## src/hw/motor_ctrl_pkg.sv

```systemverilog
`default_nettype none
package motor_ctrl_pkg;
	// clock
	localparam int CLK_PERIOD_NS = 100;
	// apb register byte addresses
	localparam logic [7:0] ADDR_CTRL      = 8'h00;
	localparam logic [7:0] ADDR_HOST_DATA = 8'h04;
	localparam logic [7:0] ADDR_HOST_ACK  = 8'h08;
	localparam logic [7:0] ADDR_SPACE_CMD = 8'h0C;
	localparam logic [7:0] ADDR_SPEED     = 8'h10;
	localparam logic [7:0] ADDR_OVD_WIDTH = 8'h14;
	localparam logic [7:0] ADDR_ENC_DIV   = 8'h18;
	localparam logic [7:0] ADDR_GPIO_OUT  = 8'h1C;
	localparam logic [7:0] ADDR_GPIO_IN   = 8'h20;
	localparam logic [7:0] ADDR_STATUS    = 8'h24;
	localparam logic [7:0] ADDR_POSITION  = 8'h28;
	localparam logic [7:0] ADDR_LATCH     = 8'h2C;
	// field positions
	localparam int CTRL_READY_BIT  = 0;
	localparam int CTRL_SELECT_BIT = 1;
	localparam int CMD_DIR_BIT     = 16;
	localparam int DATA_VALID_BIT  = 8;
	// values after reset
	localparam logic [1:0]  CTRL_RESET      = 2'h0;
	localparam logic [15:0] SPEED_RESET     = 16'h0000;
	localparam logic [7:0]  OVD_WIDTH_RESET = 8'h00;
	localparam logic [7:0]  ENC_DIV_RESET   = 8'h00;
	localparam logic [7:0]  GPIO_OUT_RESET  = 8'h00;
	// high address match for the ram bank select
	localparam logic [4:0] BANK_MATCH = 5'h04;
	// times and derived cycle counts
	localparam int OVD_PERIOD_NS  = 25600;
	localparam int OVD_PERIOD_CYC = OVD_PERIOD_NS / CLK_PERIOD_NS;
	localparam int ACK_WIDTH_NS   = 5000;
	localparam int ACK_CYC        = (ACK_WIDTH_NS + CLK_PERIOD_NS - 1) / CLK_PERIOD_NS;
	localparam int RST_HOLD_NS    = 100000;
	localparam int RST_HOLD_CYC   = (RST_HOLD_NS + CLK_PERIOD_NS - 1) / CLK_PERIOD_NS;
	localparam int START_PERIOD_NS  = 400000;
	localparam int START_PERIOD_CYC = START_PERIOD_NS / CLK_PERIOD_NS;
	localparam logic [15:0] RAMP_DELTA = 16'h00C8;
	// carriage motion states
	typedef enum logic [1:0] {MV_IDLE, MV_ACCEL, MV_CRUISE, MV_DECEL} motion_t;
endpackage
`default_nettype wire

```

## src/hw/printer_motor_control.sv

```systemverilog
//Function
// - latch host data byte on strobe
// - busy held while byte is processed
// - done: drop busy, pulse acknowledge
// - initialize at power-on and host init
// - board reset output resets block, except synchronisers, reset generator and encoder phase history
// - interface outputs only after firmware ready
// - latch low eight address bits
// - decode five high bits to bank select
// - ramp carriage speed, regulate to mode
// - dot timing pulse from encoder phases
// - divide encoder edges by pitch ratio
// - three coil phases plus overdrive per command
// - fixed-period overdrive, firmware width limits drive
// - torque boost only while ramping
// - general ports follow microprocessor commands
`timescale 1ns/1ps
`default_nettype none
module printer_motor_control (
	input  wire logic        clk,
	input  wire logic        sys_rst,
	input  wire logic        psel,
	input  wire logic        penable,
	input  wire logic        pwrite,
	input  wire logic [7:0]  paddr,
	input  wire logic [31:0] pwdata,
	output var  logic [31:0] prdata,
	output var  logic        pready,
	output var  logic        pslverr,
	input  wire logic [7:0]  hostData,
	input  wire logic        hostStrobe_n,
	input  wire logic        host_init_request,
	output var  logic        hostBusy,
	output var  logic        hostAck_n,
	output var  logic        selectLed,
	output var  logic        board_reset_output,
	input  wire logic        addrLatchEnable,
	input  wire logic [7:0]  adBus,
	input  wire logic [4:0]  addrHigh,
	output var  logic [7:0]  latchedAddr,
	output var  logic        ram_bank_select_n,
	input  wire logic        encPhaseA,
	input  wire logic        encPhaseB,
	output var  logic        dot_timing_pulse_n,
	output var  logic        carriage_coil_u,
	output var  logic        carriage_coil_v,
	output var  logic        carriage_coil_w,
	output var  logic        carriage_overdrive_pulse,
	output var  logic        carriage_torque_boost,
	input  wire logic [7:0]  gpioIn,
	output var  logic [7:0]  gpioOut
);
	import motor_ctrl_pkg::*;

	////////////////////////////////////////////////////////////////////////
	// pin synchronisation
	logic [33:0] pinsS;          // all pins after two flops
	logic        encAS, encBS;   // encoder phases
	logic        strobeS_n;      // host strobe
	logic        initS;          // host init request
	logic        aleS;           // address latch enable
	logic [7:0]  adS;            // multiplexed low address
	logic [4:0]  addrHighS;      // high address bits
	logic [7:0]  hostDataS;      // host data byte
	logic [7:0]  gpioInS;        // general inputs

	pin_sync #(.WIDTH(34)) u_sync (
		.clk     (clk),
		.sys_rst (sys_rst),
		.pinIn   ({encPhaseA, encPhaseB, hostStrobe_n, host_init_request, addrLatchEnable,
		           adBus, addrHigh, hostData, gpioIn}),
		.syncOut (pinsS)
	);
	assign {encAS, encBS, strobeS_n, initS, aleS, adS, addrHighS, hostDataS, gpioInS} = pinsS;

	////////////////////////////////////////////////////////////////////////
	// board reset generator
	logic [10:0] rstCnt_r;   // hold counter
	logic        initPrev_r; // previous init level
	logic        intRst;     // reset of all but synchronisers, reset generator and encoder phase history

	// power-on and host init both restart the hold
	always_ff @(posedge clk) begin
		if (sys_rst) begin
			rstCnt_r   <= 11'(RST_HOLD_CYC);
			initPrev_r <= 1'b0;
		end else begin
			initPrev_r <= initS;
			if (initS && !initPrev_r)
				rstCnt_r <= 11'(RST_HOLD_CYC);
			else if (rstCnt_r != 11'h000)
				rstCnt_r <= rstCnt_r - 11'h001;
		end
	end

	// output drives the processor, and this block too
	always_ff @(posedge clk) begin
		if (sys_rst)
			board_reset_output <= 1'b1;
		else
			board_reset_output <= (rstCnt_r != 11'h000);
	end
	assign intRst = sys_rst | board_reset_output;

	////////////////////////////////////////////////////////////////////////
	// register file
	logic [1:0]  ctrl_r;     // ready, select
	logic [15:0] speed_r;    // target step period
	logic [7:0]  ovdWidth_r; // overdrive pulse width
	logic [7:0]  encDiv_r;   // encoder divide ratio
	logic        wrEn;       // write taken this edge
	logic        setup;      // apb setup cycle
	logic        ackWrite;   // firmware done with byte
	logic        cmdWrite;   // new spacing command
	logic [31:0] rdData;     // read mux
	logic        rdHit;      // address is mapped
	logic [7:0]  hostByte_r; // latched host byte
	logic        byteValid_r;
	logic        moving;
	logic [15:0] remain_r;
	logic [15:0] position_r;
	motion_t     state_r;

	assign setup    = psel && !penable;
	assign wrEn     = psel && penable && pready && pwrite;
	assign ackWrite = wrEn && (paddr == ADDR_HOST_ACK) && pwdata[0];
	assign cmdWrite = wrEn && (paddr == ADDR_SPACE_CMD);
	assign moving   = (state_r != MV_IDLE);

	// read decode, unmapped gives zero and an error
	always_comb begin
		rdData = 32'h0000_0000;
		rdHit  = 1'b1;
		case (paddr)
			ADDR_CTRL:      rdData = {30'h0, ctrl_r};
			ADDR_HOST_DATA: rdData = {23'h0, byteValid_r, hostByte_r};
			ADDR_HOST_ACK:  rdData = 32'h0000_0000;
			ADDR_SPACE_CMD: rdData = {15'h0, moving, remain_r};
			ADDR_SPEED:     rdData = {16'h0, speed_r};
			ADDR_OVD_WIDTH: rdData = {24'h0, ovdWidth_r};
			ADDR_ENC_DIV:   rdData = {24'h0, encDiv_r};
			ADDR_GPIO_OUT:  rdData = {24'h0, gpioOut};
			ADDR_GPIO_IN:   rdData = {24'h0, gpioInS};
			ADDR_STATUS:    rdData = {28'h0, byteValid_r, carriage_torque_boost, moving, hostBusy};
			ADDR_POSITION:  rdData = {16'h0, position_r};
			ADDR_LATCH:     rdData = {24'h0, latchedAddr};
			default:        rdHit  = 1'b0;
		endcase
	end

	// one wait-free access: answer prepared in the setup cycle
	always_ff @(posedge clk) begin
		if (intRst) begin
			pready  <= 1'b0;
			prdata  <= 32'h0000_0000;
			pslverr <= 1'b0;
		end else if (setup) begin
			pready  <= 1'b1;
			prdata  <= pwrite ? 32'h0000_0000 : rdData;
			pslverr <= !rdHit;
		end else begin
			pready  <= 1'b0;
			pslverr <= 1'b0;
		end
	end

	// writable registers, cleared by either reset
	always_ff @(posedge clk) begin
		if (intRst) begin
			ctrl_r     <= CTRL_RESET;
			speed_r    <= SPEED_RESET;
			ovdWidth_r <= OVD_WIDTH_RESET;
			encDiv_r   <= ENC_DIV_RESET;
			gpioOut    <= GPIO_OUT_RESET;
		end else if (wrEn) begin
			case (paddr)
				ADDR_CTRL:      ctrl_r     <= pwdata[1:0];
				ADDR_SPEED:     speed_r    <= pwdata[15:0];
				ADDR_OVD_WIDTH: ovdWidth_r <= pwdata[7:0];
				ADDR_ENC_DIV:   encDiv_r   <= pwdata[7:0];
				ADDR_GPIO_OUT:  gpioOut    <= pwdata[7:0];
				default:        ;
			endcase
		end
	end

	////////////////////////////////////////////////////////////////////////
	// host parallel handshake
	logic       strobePrev_n_r; // previous strobe level
	logic       strobeFall;     // strobe leading edge
	logic [5:0] ackCnt_r;       // acknowledge width

	assign strobeFall = strobePrev_n_r && !strobeS_n;

	// byte latch; a strobe while busy is ignored
	always_ff @(posedge clk) begin
		if (intRst) begin
			strobePrev_n_r <= 1'b1;
			hostByte_r     <= 8'h00;
			byteValid_r    <= 1'b0;
		end else begin
			strobePrev_n_r <= strobeS_n;
			if (strobeFall && !hostBusy) begin
				hostByte_r  <= hostDataS;
				byteValid_r <= 1'b1;
			end else if (ackWrite)
				byteValid_r <= 1'b0;
		end
	end

	// busy until firmware ready, then per byte
	always_ff @(posedge clk) begin
		if (intRst)
			hostBusy <= 1'b1;
		else if (!ctrl_r[CTRL_READY_BIT])
			hostBusy <= 1'b1;
		else if (strobeFall && !hostBusy)
			hostBusy <= 1'b1;
		else if (ackWrite)
			hostBusy <= 1'b0;
		else if (!byteValid_r && ackCnt_r == 6'h00)
			hostBusy <= 1'b0;
	end

	// acknowledge pulse when processing ends
	always_ff @(posedge clk) begin
		if (intRst) begin
			ackCnt_r  <= 6'h00;
			hostAck_n <= 1'b1;
		end else begin
			if (ackWrite && ctrl_r[CTRL_READY_BIT])
				ackCnt_r <= 6'(ACK_CYC);
			else if (ackCnt_r != 6'h00)
				ackCnt_r <= ackCnt_r - 6'h01;
			hostAck_n <= !((ackWrite && ctrl_r[CTRL_READY_BIT]) || ackCnt_r > 6'h01);
		end
	end

	// select lamp only after firmware says so
	always_ff @(posedge clk) begin
		if (intRst)
			selectLed <= 1'b0;
		else
			selectLed <= ctrl_r[CTRL_SELECT_BIT] && ctrl_r[CTRL_READY_BIT];
	end

	////////////////////////////////////////////////////////////////////////
	// address latch and decoder

	// transparent while the latch enable is high, holds once it falls;
	// synced bus and enable move together, so an edge capture would
	// take the data that follows the address
	always_ff @(posedge clk) begin
		if (intRst)
			latchedAddr <= 8'h00;
		else if (aleS)
			latchedAddr <= adS;
	end

	// bank select low on a high-address match
	always_ff @(posedge clk) begin
		if (intRst)
			ram_bank_select_n <= 1'b1;
		else
			ram_bank_select_n <= (addrHighS != BANK_MATCH);
	end

	////////////////////////////////////////////////////////////////////////
	// encoder edge divider and dot timing
	logic       encAPrev_r, encBPrev_r;
	logic       encEdge;     // any phase edge
	logic [7:0] edgeCnt_r;   // edges since last dot
	logic [7:0] divEff;      // zero ratio acts as one

	assign encEdge = (encAS != encAPrev_r) || (encBS != encBPrev_r);
	assign divEff  = (encDiv_r == 8'h00) ? 8'h01 : encDiv_r;

	// phase history keeps tracking through board reset, so a carriage
	// parked with a phase high gives no false edge when reset ends
	always_ff @(posedge clk) begin
		if (sys_rst) begin
			encAPrev_r <= 1'b0;
			encBPrev_r <= 1'b0;
		end else begin
			encAPrev_r <= encAS;
			encBPrev_r <= encBS;
		end
	end

	// one-cycle low dot pulse every divEff edges
	always_ff @(posedge clk) begin
		if (intRst) begin
			edgeCnt_r          <= 8'h00;
			dot_timing_pulse_n <= 1'b1;
			position_r         <= 16'h0000;
		end else begin
			dot_timing_pulse_n <= 1'b1;
			if (encEdge) begin
				position_r <= position_r + 16'h0001;
				if (edgeCnt_r + 8'h01 >= divEff) begin
					edgeCnt_r          <= 8'h00;
					dot_timing_pulse_n <= 1'b0;
				end else
					edgeCnt_r <= edgeCnt_r + 8'h01;
			end
		end
	end

	////////////////////////////////////////////////////////////////////////
	// carriage motion: ramp, cruise, ramp down
	logic [15:0] period_r;   // current step period
	logic [15:0] stepTmr_r;  // cycles to next step
	logic [15:0] rampSteps_r;// steps spent accelerating
	logic [1:0]  phase_r;    // commutation phase
	logic        dir_r;      // direction
	logic        stepNow;    // a step happens now
	logic [15:0] target;     // regulated period

	assign target  = (speed_r > 16'(START_PERIOD_CYC)) ? 16'(START_PERIOD_CYC) : speed_r;
	assign stepNow = moving && (stepTmr_r == 16'h0000);

	// speed profile from commands
	always_ff @(posedge clk) begin
		if (intRst) begin
			state_r     <= MV_IDLE;
			period_r    <= 16'(START_PERIOD_CYC);
			stepTmr_r   <= 16'h0000;
			remain_r    <= 16'h0000;
			rampSteps_r <= 16'h0000;
			dir_r       <= 1'b0;
		end else if (cmdWrite && !moving && pwdata[15:0] != 16'h0000) begin
			state_r     <= MV_ACCEL;
			period_r    <= 16'(START_PERIOD_CYC);
			stepTmr_r   <= 16'(START_PERIOD_CYC);
			remain_r    <= pwdata[15:0];
			rampSteps_r <= 16'h0000;
			dir_r       <= pwdata[CMD_DIR_BIT];
		end else if (moving) begin
			if (!stepNow)
				stepTmr_r <= stepTmr_r - 16'h0001;
			else begin
				remain_r  <= remain_r - 16'h0001;
				stepTmr_r <= period_r;
				case (state_r)
					MV_ACCEL: begin
						rampSteps_r <= rampSteps_r + 16'h0001;
						if (remain_r - 16'h0001 <= rampSteps_r + 16'h0001)
							state_r <= MV_DECEL;
						else if (period_r <= target + RAMP_DELTA) begin
							period_r <= target;
							state_r  <= MV_CRUISE;
						end else
							period_r <= period_r - RAMP_DELTA;
					end
					MV_CRUISE: begin
						if (remain_r - 16'h0001 <= rampSteps_r)
							state_r <= MV_DECEL;
					end
					MV_DECEL: begin
						if (period_r < 16'(START_PERIOD_CYC) - RAMP_DELTA)
							period_r <= period_r + RAMP_DELTA;
					end
					default: state_r <= MV_IDLE;
				endcase
				if (remain_r == 16'h0001)
					state_r <= MV_IDLE;
			end
		end
	end

	// commutation advances once per step
	always_ff @(posedge clk) begin
		if (intRst)
			phase_r <= 2'h0;
		else if (stepNow) begin
			if (dir_r)
				phase_r <= (phase_r == 2'h0) ? 2'h2 : phase_r - 2'h1;
			else
				phase_r <= (phase_r == 2'h2) ? 2'h0 : phase_r + 2'h1;
		end
	end

	////////////////////////////////////////////////////////////////////////
	// overdrive and coil outputs
	logic [7:0] ovdCnt_r;  // position in fixed period
	logic       ovdOn;     // overdrive window now

	assign ovdOn = moving && (ovdCnt_r < ovdWidth_r);

	// fixed period, firmware width
	always_ff @(posedge clk) begin
		if (intRst || !moving)
			ovdCnt_r <= 8'h00;
		else if (ovdCnt_r == 8'(OVD_PERIOD_CYC - 1))
			ovdCnt_r <= 8'h00;
		else
			ovdCnt_r <= ovdCnt_r + 8'h01;
	end

	// coils only inside the window, so width caps drive time
	always_ff @(posedge clk) begin
		if (intRst) begin
			carriage_overdrive_pulse <= 1'b0;
			carriage_coil_u          <= 1'b0;
			carriage_coil_v          <= 1'b0;
			carriage_coil_w          <= 1'b0;
		end else begin
			carriage_overdrive_pulse <= ovdOn;
			carriage_coil_u          <= ovdOn && (phase_r == 2'h0);
			carriage_coil_v          <= ovdOn && (phase_r == 2'h1);
			carriage_coil_w          <= ovdOn && (phase_r == 2'h2);
		end
	end

	// extra torque only while ramping
	always_ff @(posedge clk) begin
		if (intRst)
			carriage_torque_boost <= 1'b0;
		else
			carriage_torque_boost <= (state_r == MV_ACCEL) || (state_r == MV_DECEL);
	end
endmodule // printer_motor_control
`default_nettype wire

```

## src/hw/pin_sync.sv

```systemverilog
`timescale 1ns/1ps
`default_nettype none
// two-stage synchroniser, one chain per bit
module pin_sync #(
	parameter int WIDTH = 1
) (
	input  wire logic             clk,
	input  wire logic             sys_rst,
	input  wire logic [WIDTH-1:0] pinIn,
	output var  logic [WIDTH-1:0] syncOut
);
	logic [WIDTH-1:0] meta_r; // first stage, read only by the second

	genvar i;
	generate
		for (i = 0; i < WIDTH; i++) begin : g_bit
			// each bit on its own two flops
			always_ff @(posedge clk) begin
				if (sys_rst) begin
					meta_r[i]  <= 1'b0;
					syncOut[i] <= 1'b0;
				end else begin
					meta_r[i]  <= pinIn[i];
					syncOut[i] <= meta_r[i];
				end
			end
		end
	endgenerate
endmodule // pin_sync
`default_nettype wire

```

## config.mk

```make
export PLATFORM = sky130hd
export DESIGN_NAME = printer_motor_control
export DESIGN_NICKNAME = d
export VERILOG_FILES = /design/src/hw/motor_ctrl_pkg.sv /design/src/hw/printer_motor_control.sv /design/src/hw/pin_sync.sv
export SDC_FILE = /design/constraint.sdc
export NUM_CORES = 1
export LEC_CHECK = 0
export ABC_CLOCK_PERIOD_IN_PS = 10900
export BUFFER_PORTS_ARGS = -buffer_cell sky130_fd_sc_hd__buf_2
export CORE_MARGIN = 2
export CORE_UTILIZATION = 35
export DETAILED_ROUTE_END_ITERATION = 8
export SYNTH_ARGS = -nofsm -noshare
export SYNTH_HDL_FRONTEND = slang
export SYNTH_HIERARCHICAL = 1
export SYNTH_SLANG_ARGS = --single-unit
```

## constraint.sdc

```tcl
create_clock -name clk -period 10.9 [get_ports clk]
set_input_delay 2.18 -clock clk [delete_from_list [all_inputs] [get_ports clk]]
set_output_delay 2.18 -clock clk [all_outputs]
set_load 0.01 [all_outputs]
```

==> results.md, run 1 <==
- TritonRoute pass-1 iters: 6
- Max H-tree Level: 1
- Final Util: 40.5%
- CTS root buffer: clkbuf_16
- Die area: 42,200 um^2
- Total gr overflow: 0
- Cell mode on critical path: nand2_1
- Yosys reg bits: 279
- Fraction of registers with async set/reset: 0%
- Rows: 73
- Hold path cells: 1
- Final HPWL DP: 28.3 mm
- Netlist Area Pre-Place: 14,200 um^2
- Vias per inst: 5.38
- Worst Max-Slew Pin Slew: 1160 ps
- Clk slew on worst S/H paths: 60 ps
- Net Sw Frac: 22.6%
- Critical Path Sink Type: register
- Net switching power figure: 0.493 mW
- Part of the power in registers: 47.6%
- GR Util All Layers: 18.4%
- CP cell instances: or4_1 > a21oi_1 > a21o_1 > nand2_1 > inv_1 > ha_1 > nand2_1 > a21boi_0 > nand3_1 > xnor2_1 > nand2_1 > ha_1 > nand4_1 > nor4_1 > a21bo_2 > a31oi_2 > buf_4 > mux2i_1 > a2111oi_2 > nor2_1
- WP depth: 20
- Final hold viol count: 0
- WL per Instance: 17.2 um
- Number of buffers added on ports: 109
- Layout cells sized above 1: 11.4%
- Clock share of power: 49.7%
- Ys flop type: dfxtp_1
- Initial antenna violation count: 1
- Vias in the first global route: 11,400
- Initial core utilization: 35.6%
- WS Path Type: register to register
- Hold_buf cts: 0
- Most common cell after layout, fill and taps aside: dfxtp_1
- Number of CTS-inserted buffers: 31
- Post-DRT Antenna Nets: 0
- Worst vdd ir: 0.124 mV
- Combinational power share: 2.7%
- CTS-repair resized insts: 0
- CP delay by family, top: compound AO/OA/AOI/OAI gates
- Die Y-Extent: 205 um
- Internal Power: 1.69 mW
- Min Tclk post-route: 5600 ps
- Worst r2r path cells: 20
- Total clock sinks: 279
- Final worst-path cycle share: 51.4%
- Fillers: 4,002
- Pin count of the biggest net entering global routing: 77
- Most frequent cells in the layout: 279 x dfxtp_1, 158 x nor2_1, 155 x nand2_1
- Max Root-Sink Buffers: 3
- Sequential share of the synthesized area: 39.3%
- Boundary Pins: 140
- EDFF count, synth: 0
- Crit path DAT: 6080 ps
- Fin. max-slew vios: 0
- Outcome: finished clean
- Warning count from the yosys run: 6
- Clock Skew: 8.54 ps
- First-pass GRT wire length: 62.2 mm
- Crit-path slowest cell: or4_1
- DRC: 0
- Rel. slew slack: 22.3%
- Gpl congestion: 0.875
- Fin nets: 1,911
- Synth Instances: 1,671
- Final setup viols: 0
- CP startpoint kind: register
- # Post-CTS Setup Buffers: 0
- Max Fanout on Critical Path: 17
- Synth top area cells: dfxtp_1 39%, ha_1 7.7%, a21oi_1 5.2%
- Core Area: 39,900 um^2
- Leading area contributor after synthesis: dfxtp_1
- CTS tree: done
- Worst-Skew Late Latency: 600 ps
- Worst Hold Class: register to register
- Pleak: 5.81 nW
- Max-Cap Viols: 0
- Via count: 12,300
- Unique cell type count in the Yosys netlist: 83
- TNS Setup: 0 ps
- Post-place instance area: 15,100 um^2
- Area grow syn2layout: 13.8%
- Avg Cell Area, Syn: 8.50 um^2
- Initial drt markers: 924
- Fmax: 179 MHz
- PD cells: 135 nW/um^2
- Max incr delay on CP: 730 ps
- Unrepaired setup endpoints after global routing: no
- Buf/Inv on CP: 2
- Die Width: 205 um
- Overall routed net length: 39.4 mm
- Critical path data required time: 11,380 ps
- Area share of the largest cell type after synthesis: 39.3%
- Final Cell Area: 16,200 um^2
routing by layer:
metal  share of wire [%]  GRT usage [%]  up-vias
met5                   0              0        -
met4                 2.5           5.40        0
met3                 5.8           2.77       70
met2                  47           30.4      377
met1                  45           24.7     5832
li1                    -              -     6062
power by group through the flow:
stage | logic (mW) | registers, mW | clock network (mW)
2_1_floorplan | 0.0391 | 1.06 | 0
3_3_place_gp | 0.0584 | 1.06 | 0
3_5_place_dp | 0.0595 | 1.06 | 0
4_1_cts | 0.0597 | 1.04 | 1.11
5_1_grt | 0.0659 | 1.04 | 1.15
6_report | 0.0597 | 1.04 | 1.08
worst register-to-register path: cells and delay by family, from the launching register on:
kind                     cells  cell delay [ps]
AO/OA/AOI/OAI                6             2030
XOR/XNOR                     1              160
adder cells (fa/ha/maj)      2              580
buffers and inverters        2              470
flip-flops                   1              330
multiplexers                 1              120
AND/OR/NAND/NOR              8             1780
cells by family after synthesis:
family	Yosys count	synth area share (%)
simple gates	649	23.3
compound gates	370	16.8
other cells	2	0.0529
flops	279	39.3
mux	40	2.84
buf+inv	164	5.10
fa+ha+maj	87	7.66
xor+xnor	80	4.93
synth_stat cells, types with 16 or more instances:
cell and number:
dfxtp_1 279, nor2_1 158, nand2_1 155, a21oi_1 147, ha_1 87, nor2b_1 77, inv_1 66, nand3_1 64
o21ai_0 57, clkbuf_1 49, xnor2_1 48, mux2i_1 38, nor3_1 36, xor2_1 32, or3_1 26, a22oi_1 22
buf_4 19, nand4_1 19, buf_2 18, nor4_1 18, a222oi_1 16
per-stage QoR:
stage	hold WS [ps]	instances	worst slack [ps]	power, mW
after floorplan	378	1687	6550	1.10
after global placement	415	2237	5530	1.12
after detailed placement	409	2237	5420	1.12
after CTS	436	2295	5390	2.21
after global routing	445	2296	4860	2.25
final	434	2296	5300	2.18
final timing paths:
path,from,end,slack [ps]
worst max register to register,speed_r[15]$_SDFFE_PP0P_,period_r[7]$_SDFFE_PP1P_,5300
worst max-delay path,speed_r[15]$_SDFFE_PP0P_,period_r[7]$_SDFFE_PP1P_,5300
worst min register to register,u_sync/meta_r[31]$_SDFF_PP0_,u_sync/syncOut[31]$_SDFF_PP0_,430
worst min-delay path,u_sync/meta_r[31]$_SDFF_PP0_,u_sync/syncOut[31]$_SDFF_PP0_,430
sequential cells by signal, indices dropped and copies added, names as in the netlist, 16 cells and up:
signal and flops:
period_r 16, position_r 16, prdata 17, rampSteps_r 16, remain_r 16, speed_r 16
stepTmr_r 16, u_sync/meta_r 34, u_sync/syncOut 34
area by class of cell:
cell class / instances / area [um^2] / area share [%]
Clock inverter: 15 / 181 / 1.12
Timing Repair Buffer: 123 / 651 / 4.03
Tap cell: 525 / 657 / 4.07
Multi-Input combinational cell: 1244 / 7960 / 49.3
Clock buffer: 43 / 871 / 5.39
Sequential cell: 279 / 5590 / 34.6
Antenna cell: 1 / 2.50 / 0.0155
Inverter: 66 / 248 / 1.53
Power figures use the tool's default switching activity.
==> inputs of run 2 (changes only) <==
ABC_AREA = 1   (was not set)
ABC_CLOCK_PERIOD_IN_PS = 5200   (was 10900)
clock period = 5.2 ns   (was 10.9 ns; I/O delays follow)
==> results.md, run 2 <==
- Outcome: finished clean (unchanged)
- Number of buffers added on ports: 109 (unchanged)
- Most common cell after layout, fill and taps aside: inv_1 (was dfxtp_1)
- Gpl congestion: 0.915 (was 0.875)
- Max incr delay on CP: 460 ps (was 730 ps)
- R2r setup slk: 1120 ps (was 5300 ps)
- WL per Instance: 15.1 um (was 17.2 um)
- Fin. max-slew vios: 0 (unchanged)
- Ant diodes: 0 (was 1)
- Synth top area cells: dfxtp_1 38%, inv_1 9.0%, nand2_1 7.5% (was dfxtp_1 39%, ha_1 7.7%, a21oi_1 5.2%)
- Ys flop type: dfxtp_1 (unchanged)
- Clk slew on worst S/H paths: 60 ps (about the same)
- Core Area: 40,900 um^2 (was 39,900 um^2)
- Area grow syn2layout: 15.4% (was 13.8%)
- Post-DRT Antenna Nets: 0 (unchanged)
- Buf/Inv on CP: 3 (was 2)
- Fraction of registers with async set/reset: 0% (unchanged)
- Final worst-path cycle share: 78.5% (was 51.4%)
- Critical path data required time: 5680 ps (was 11,380 ps)
- Biggest regs: u_sync/meta_r (34), u_sync/syncOut (34), prdata (17) (unchanged)
- Rel. slew slack: 25.5% (was 22.3%)
- Total gr overflow: 0 (unchanged)
- Vias in the first global route: 12,500 (was 11,400)
- Post-synthesis mux area share: 0% (was 2.84%)
- Final setup viols: 0 (unchanged)
- Clock Skew: 9.64 ps (was 8.54 ps)
- Unrepaired setup endpoints after global routing: no (unchanged)
- Total clock sinks: 279 (unchanged)
- Min Tclk post-route: 4080 ps (was 5600 ps)
- TritonRoute pass-1 iters: 5 (was 6)
- Vias per inst: 4.92 (was 5.38)
- Fillers: 4,211 (was 4,002)
- Max-Cap Viols: 0 (unchanged)
- Fmax: 245 MHz (was 179 MHz)
- Fin nets: 2,276 (was 1,911)
- Overall routed net length: 40.4 mm (was 39.4 mm)
- Synth Area in XOR/XNOR: 4.04% (was 4.93%)
- Pleak: 7.12 nW (was 5.81 nW)
- Worst Hold Class: register to register (unchanged)
- Crit-path slowest cell: dfxtp_1 (was or4_1)
- Sequential share of the synthesized area: 38.4% (was 39.3%)
- WS Path Type: register to register (unchanged)
- Initial drt markers: 874 (was 924)
- Warning count from the yosys run: 6 (unchanged)
- Max Fanout on Critical Path: 8 (was 17)
- Leading area contributor after synthesis: dfxtp_1 (unchanged)
- Crit path DAT: 4560 ps (was 6080 ps)
- Via count: 13,100 (was 12,300)
- Largest family of logic cells by synthesized area: simple AND/OR/NAND/NOR gates (unchanged)
- Synth top cells by count: 350 x inv_1, 292 x nand2_1, 279 x dfxtp_1 (was 279 x dfxtp_1, 158 x nor2_1, 155 x nand2_1)
- Synth Instances: 2,017 (was 1,671)
- Top-count cell post-synth: inv_1 (was dfxtp_1)
- Boundary Pins: 140 (unchanged)
- Unique cell type count in the Yosys netlist: 57 (was 83)
- Layout cells sized above 1: 9.88% (was 11.4%)
- # Post-CTS Setup Buffers: 0 (unchanged)
- Max H-tree Level: 1 (unchanged)
- Number of CTS-inserted buffers: 31 (unchanged)
- Die area: 43,200 um^2 (was 42,200 um^2)
- TNS Setup: 0 ps (unchanged)
- Max Root-Sink Buffers: 3 (unchanged)
- First-pass GRT wire length: 65.2 mm (was 62.2 mm)
- Final HPWL DP: 30.7 mm (was 28.3 mm)
- Avg Cell Area, Syn: 7.21 um^2 (was 8.50 um^2)
- Initial antenna violation count: 3 (was 1)
- Synth Area in Compound Gates: 16.2% (was 16.8%)
- GR Util All Layers: 18.4% (about the same)
- Met2 wire len: 18.3 mm (was 18.4 mm)
- Met1 WL: 18.5 mm (was 17.7 mm)
- Critical Path Sink Type: register (unchanged)
- Rows: 74 (was 73)
- Yosys reg bits: 279 (unchanged)
- Worst vdd ir: 0.292 mV (was 0.124 mV)
- CP startpoint kind: register (unchanged)
- EDFF count, synth: 0 (unchanged)
- Simple-gate portion of the synthesized area: 21.8% (was 23.3%)
- PD cells: 300 nW/um^2 (was 135 nW/um^2)
- Die Width: 208 um (was 205 um)
- DRC: 0 (unchanged)
- Die Y-Extent: 208 um (was 205 um)
- CTS root buffer: clkbuf_16 (unchanged)
- Final Util: 41.0% (was 40.5%)
- Netlist Area Pre-Place: 14,500 um^2 (was 14,200 um^2)
- Worst-Skew Late Latency: 590 ps (was 600 ps)
- Most frequent cells in the layout: 349 x inv_1, 292 x nand2_1, 279 x dfxtp_1 (was 279 x dfxtp_1, 158 x nor2_1, 155 x nand2_1)
- Worst Max-Slew Pin Slew: 1120 ps (was 1160 ps)
- CTS-repair resized insts: 0 (unchanged)
- Final hold viol count: 0 (unchanged)
- Area share of the largest cell type after synthesis: 38.4% (was 39.3%)
- Pin count of the biggest net entering global routing: 73 (was 77)
- Adder-cell share of the synthesized area: 7.49% (was 7.66%)
- Top routing layer in use: met5 (was met4)
- CTS tree: done (unchanged)
- CP delay by family, top: simple AND/OR/NAND/NOR gates (was compound AO/OA/AOI/OAI gates)
- Routed wl met3: 2.83 mm (was 2.29 mm)
- Hold_buf cts: 0 (unchanged)
- Initial core utilization: 35.5% (was 35.6%)
- Cell mode on critical path: nand2_1 (unchanged)
-- run 2: routing by layer --
metal  track usage (%)  vias to the layer above
li1                  -                     6694
met5                 0                        -
met4              3.47                        6
met1              24.4                     6020
met3              4.15                       62
met2              30.7                      334
-- run 2: worst register-to-register path, cell delays in order, from the launching register on --
cell,delay [ps]
dfxtp_1,460
nand4_1,160
o21bai_1,150
nand2_1,180
nand2_1,180
inv_1,70
ha_1,230
nand2_1,80
nand2_1,70
o21ai_0,280
nor2_1,90
xnor2_1,140
ha_1,300
nand2_1,50
inv_1,60
nand3_1,60
nor2_1,140
nand2_1,70
nand2_1,100
nand2_1,180
nor2_1,440
inv_1,170
a21oi_1,150
nor2_1,50
nand2_1,60
nand2_1,50
-- run 2: layout make-up --
class                           instances  area [um^2]  share of cell area [%]
Tap cell                              532          666                    3.97
Clock buffer                           37          848                    5.06
Timing Repair Buffer                  118          626                    3.73
Clock inverter                         21          428                    2.55
Inverter                              355         1330                    7.95
Multi-Input combinational cell       1325         7280                    43.4
Sequential cell                       279         5590                    33.3
-- run 2: cell families (layout without fill, tap and decap cells) --
| logic type | Yosys count | count (layout) |
|---|---|---|
| AND/OR/NAND/NOR | 733 | 733 |
| flip-flops | 279 | 279 |
| adder cells (fa/ha/maj) | 87 | 87 |
| other | 2 | 18 |
| AO/OA/AOI/OAI | 420 | 420 |
| buffers and inverters | 429 | 531 |
| XOR/XNOR | 67 | 67 |
-- run 2: where the power goes --
group	internal (mW)	switching, mW	total [mW]	leakage [nW]
Clock	1.76	0.954	2.71	0.630
Sequential	2.17	0.0113	2.18	2.26
Combinational	0.0423	0.0877	0.130	4.22
Total	3.97	1.05	5.02	7.12
-- run 2: final timing paths --
kind                                 from                       endpoint  depth (start not counted)
min          u_sync/meta_r[24]$_SDFF_PP0_  u_sync/syncOut[24]$_SDFF_PP0_                          2
max reg2reg       speed_r[8]$_SDFFE_PP0P_       period_r[7]$_SDFFE_PP1P_                         25
max               speed_r[8]$_SDFFE_PP0P_       period_r[7]$_SDFFE_PP1P_                         25
min reg2reg  u_sync/meta_r[24]$_SDFF_PP0_  u_sync/syncOut[24]$_SDFF_PP0_                          2
-- run 2: through the flow --
stage	cells	power, mW	worst slack (ps)	hold WS, ps	cell area [um^2]
6_report	2667	5.02	1120	401	16800
5_1_grt	2667	5.17	620	417	16800
4_1_cts	2667	5.07	1130	398	16800
3_5_place_dp	2609	2.36	1140	392	15500
3_3_place_gp	2609	2.35	1210	391	15500
2_1_floorplan	2033	2.31	2000	388	14600
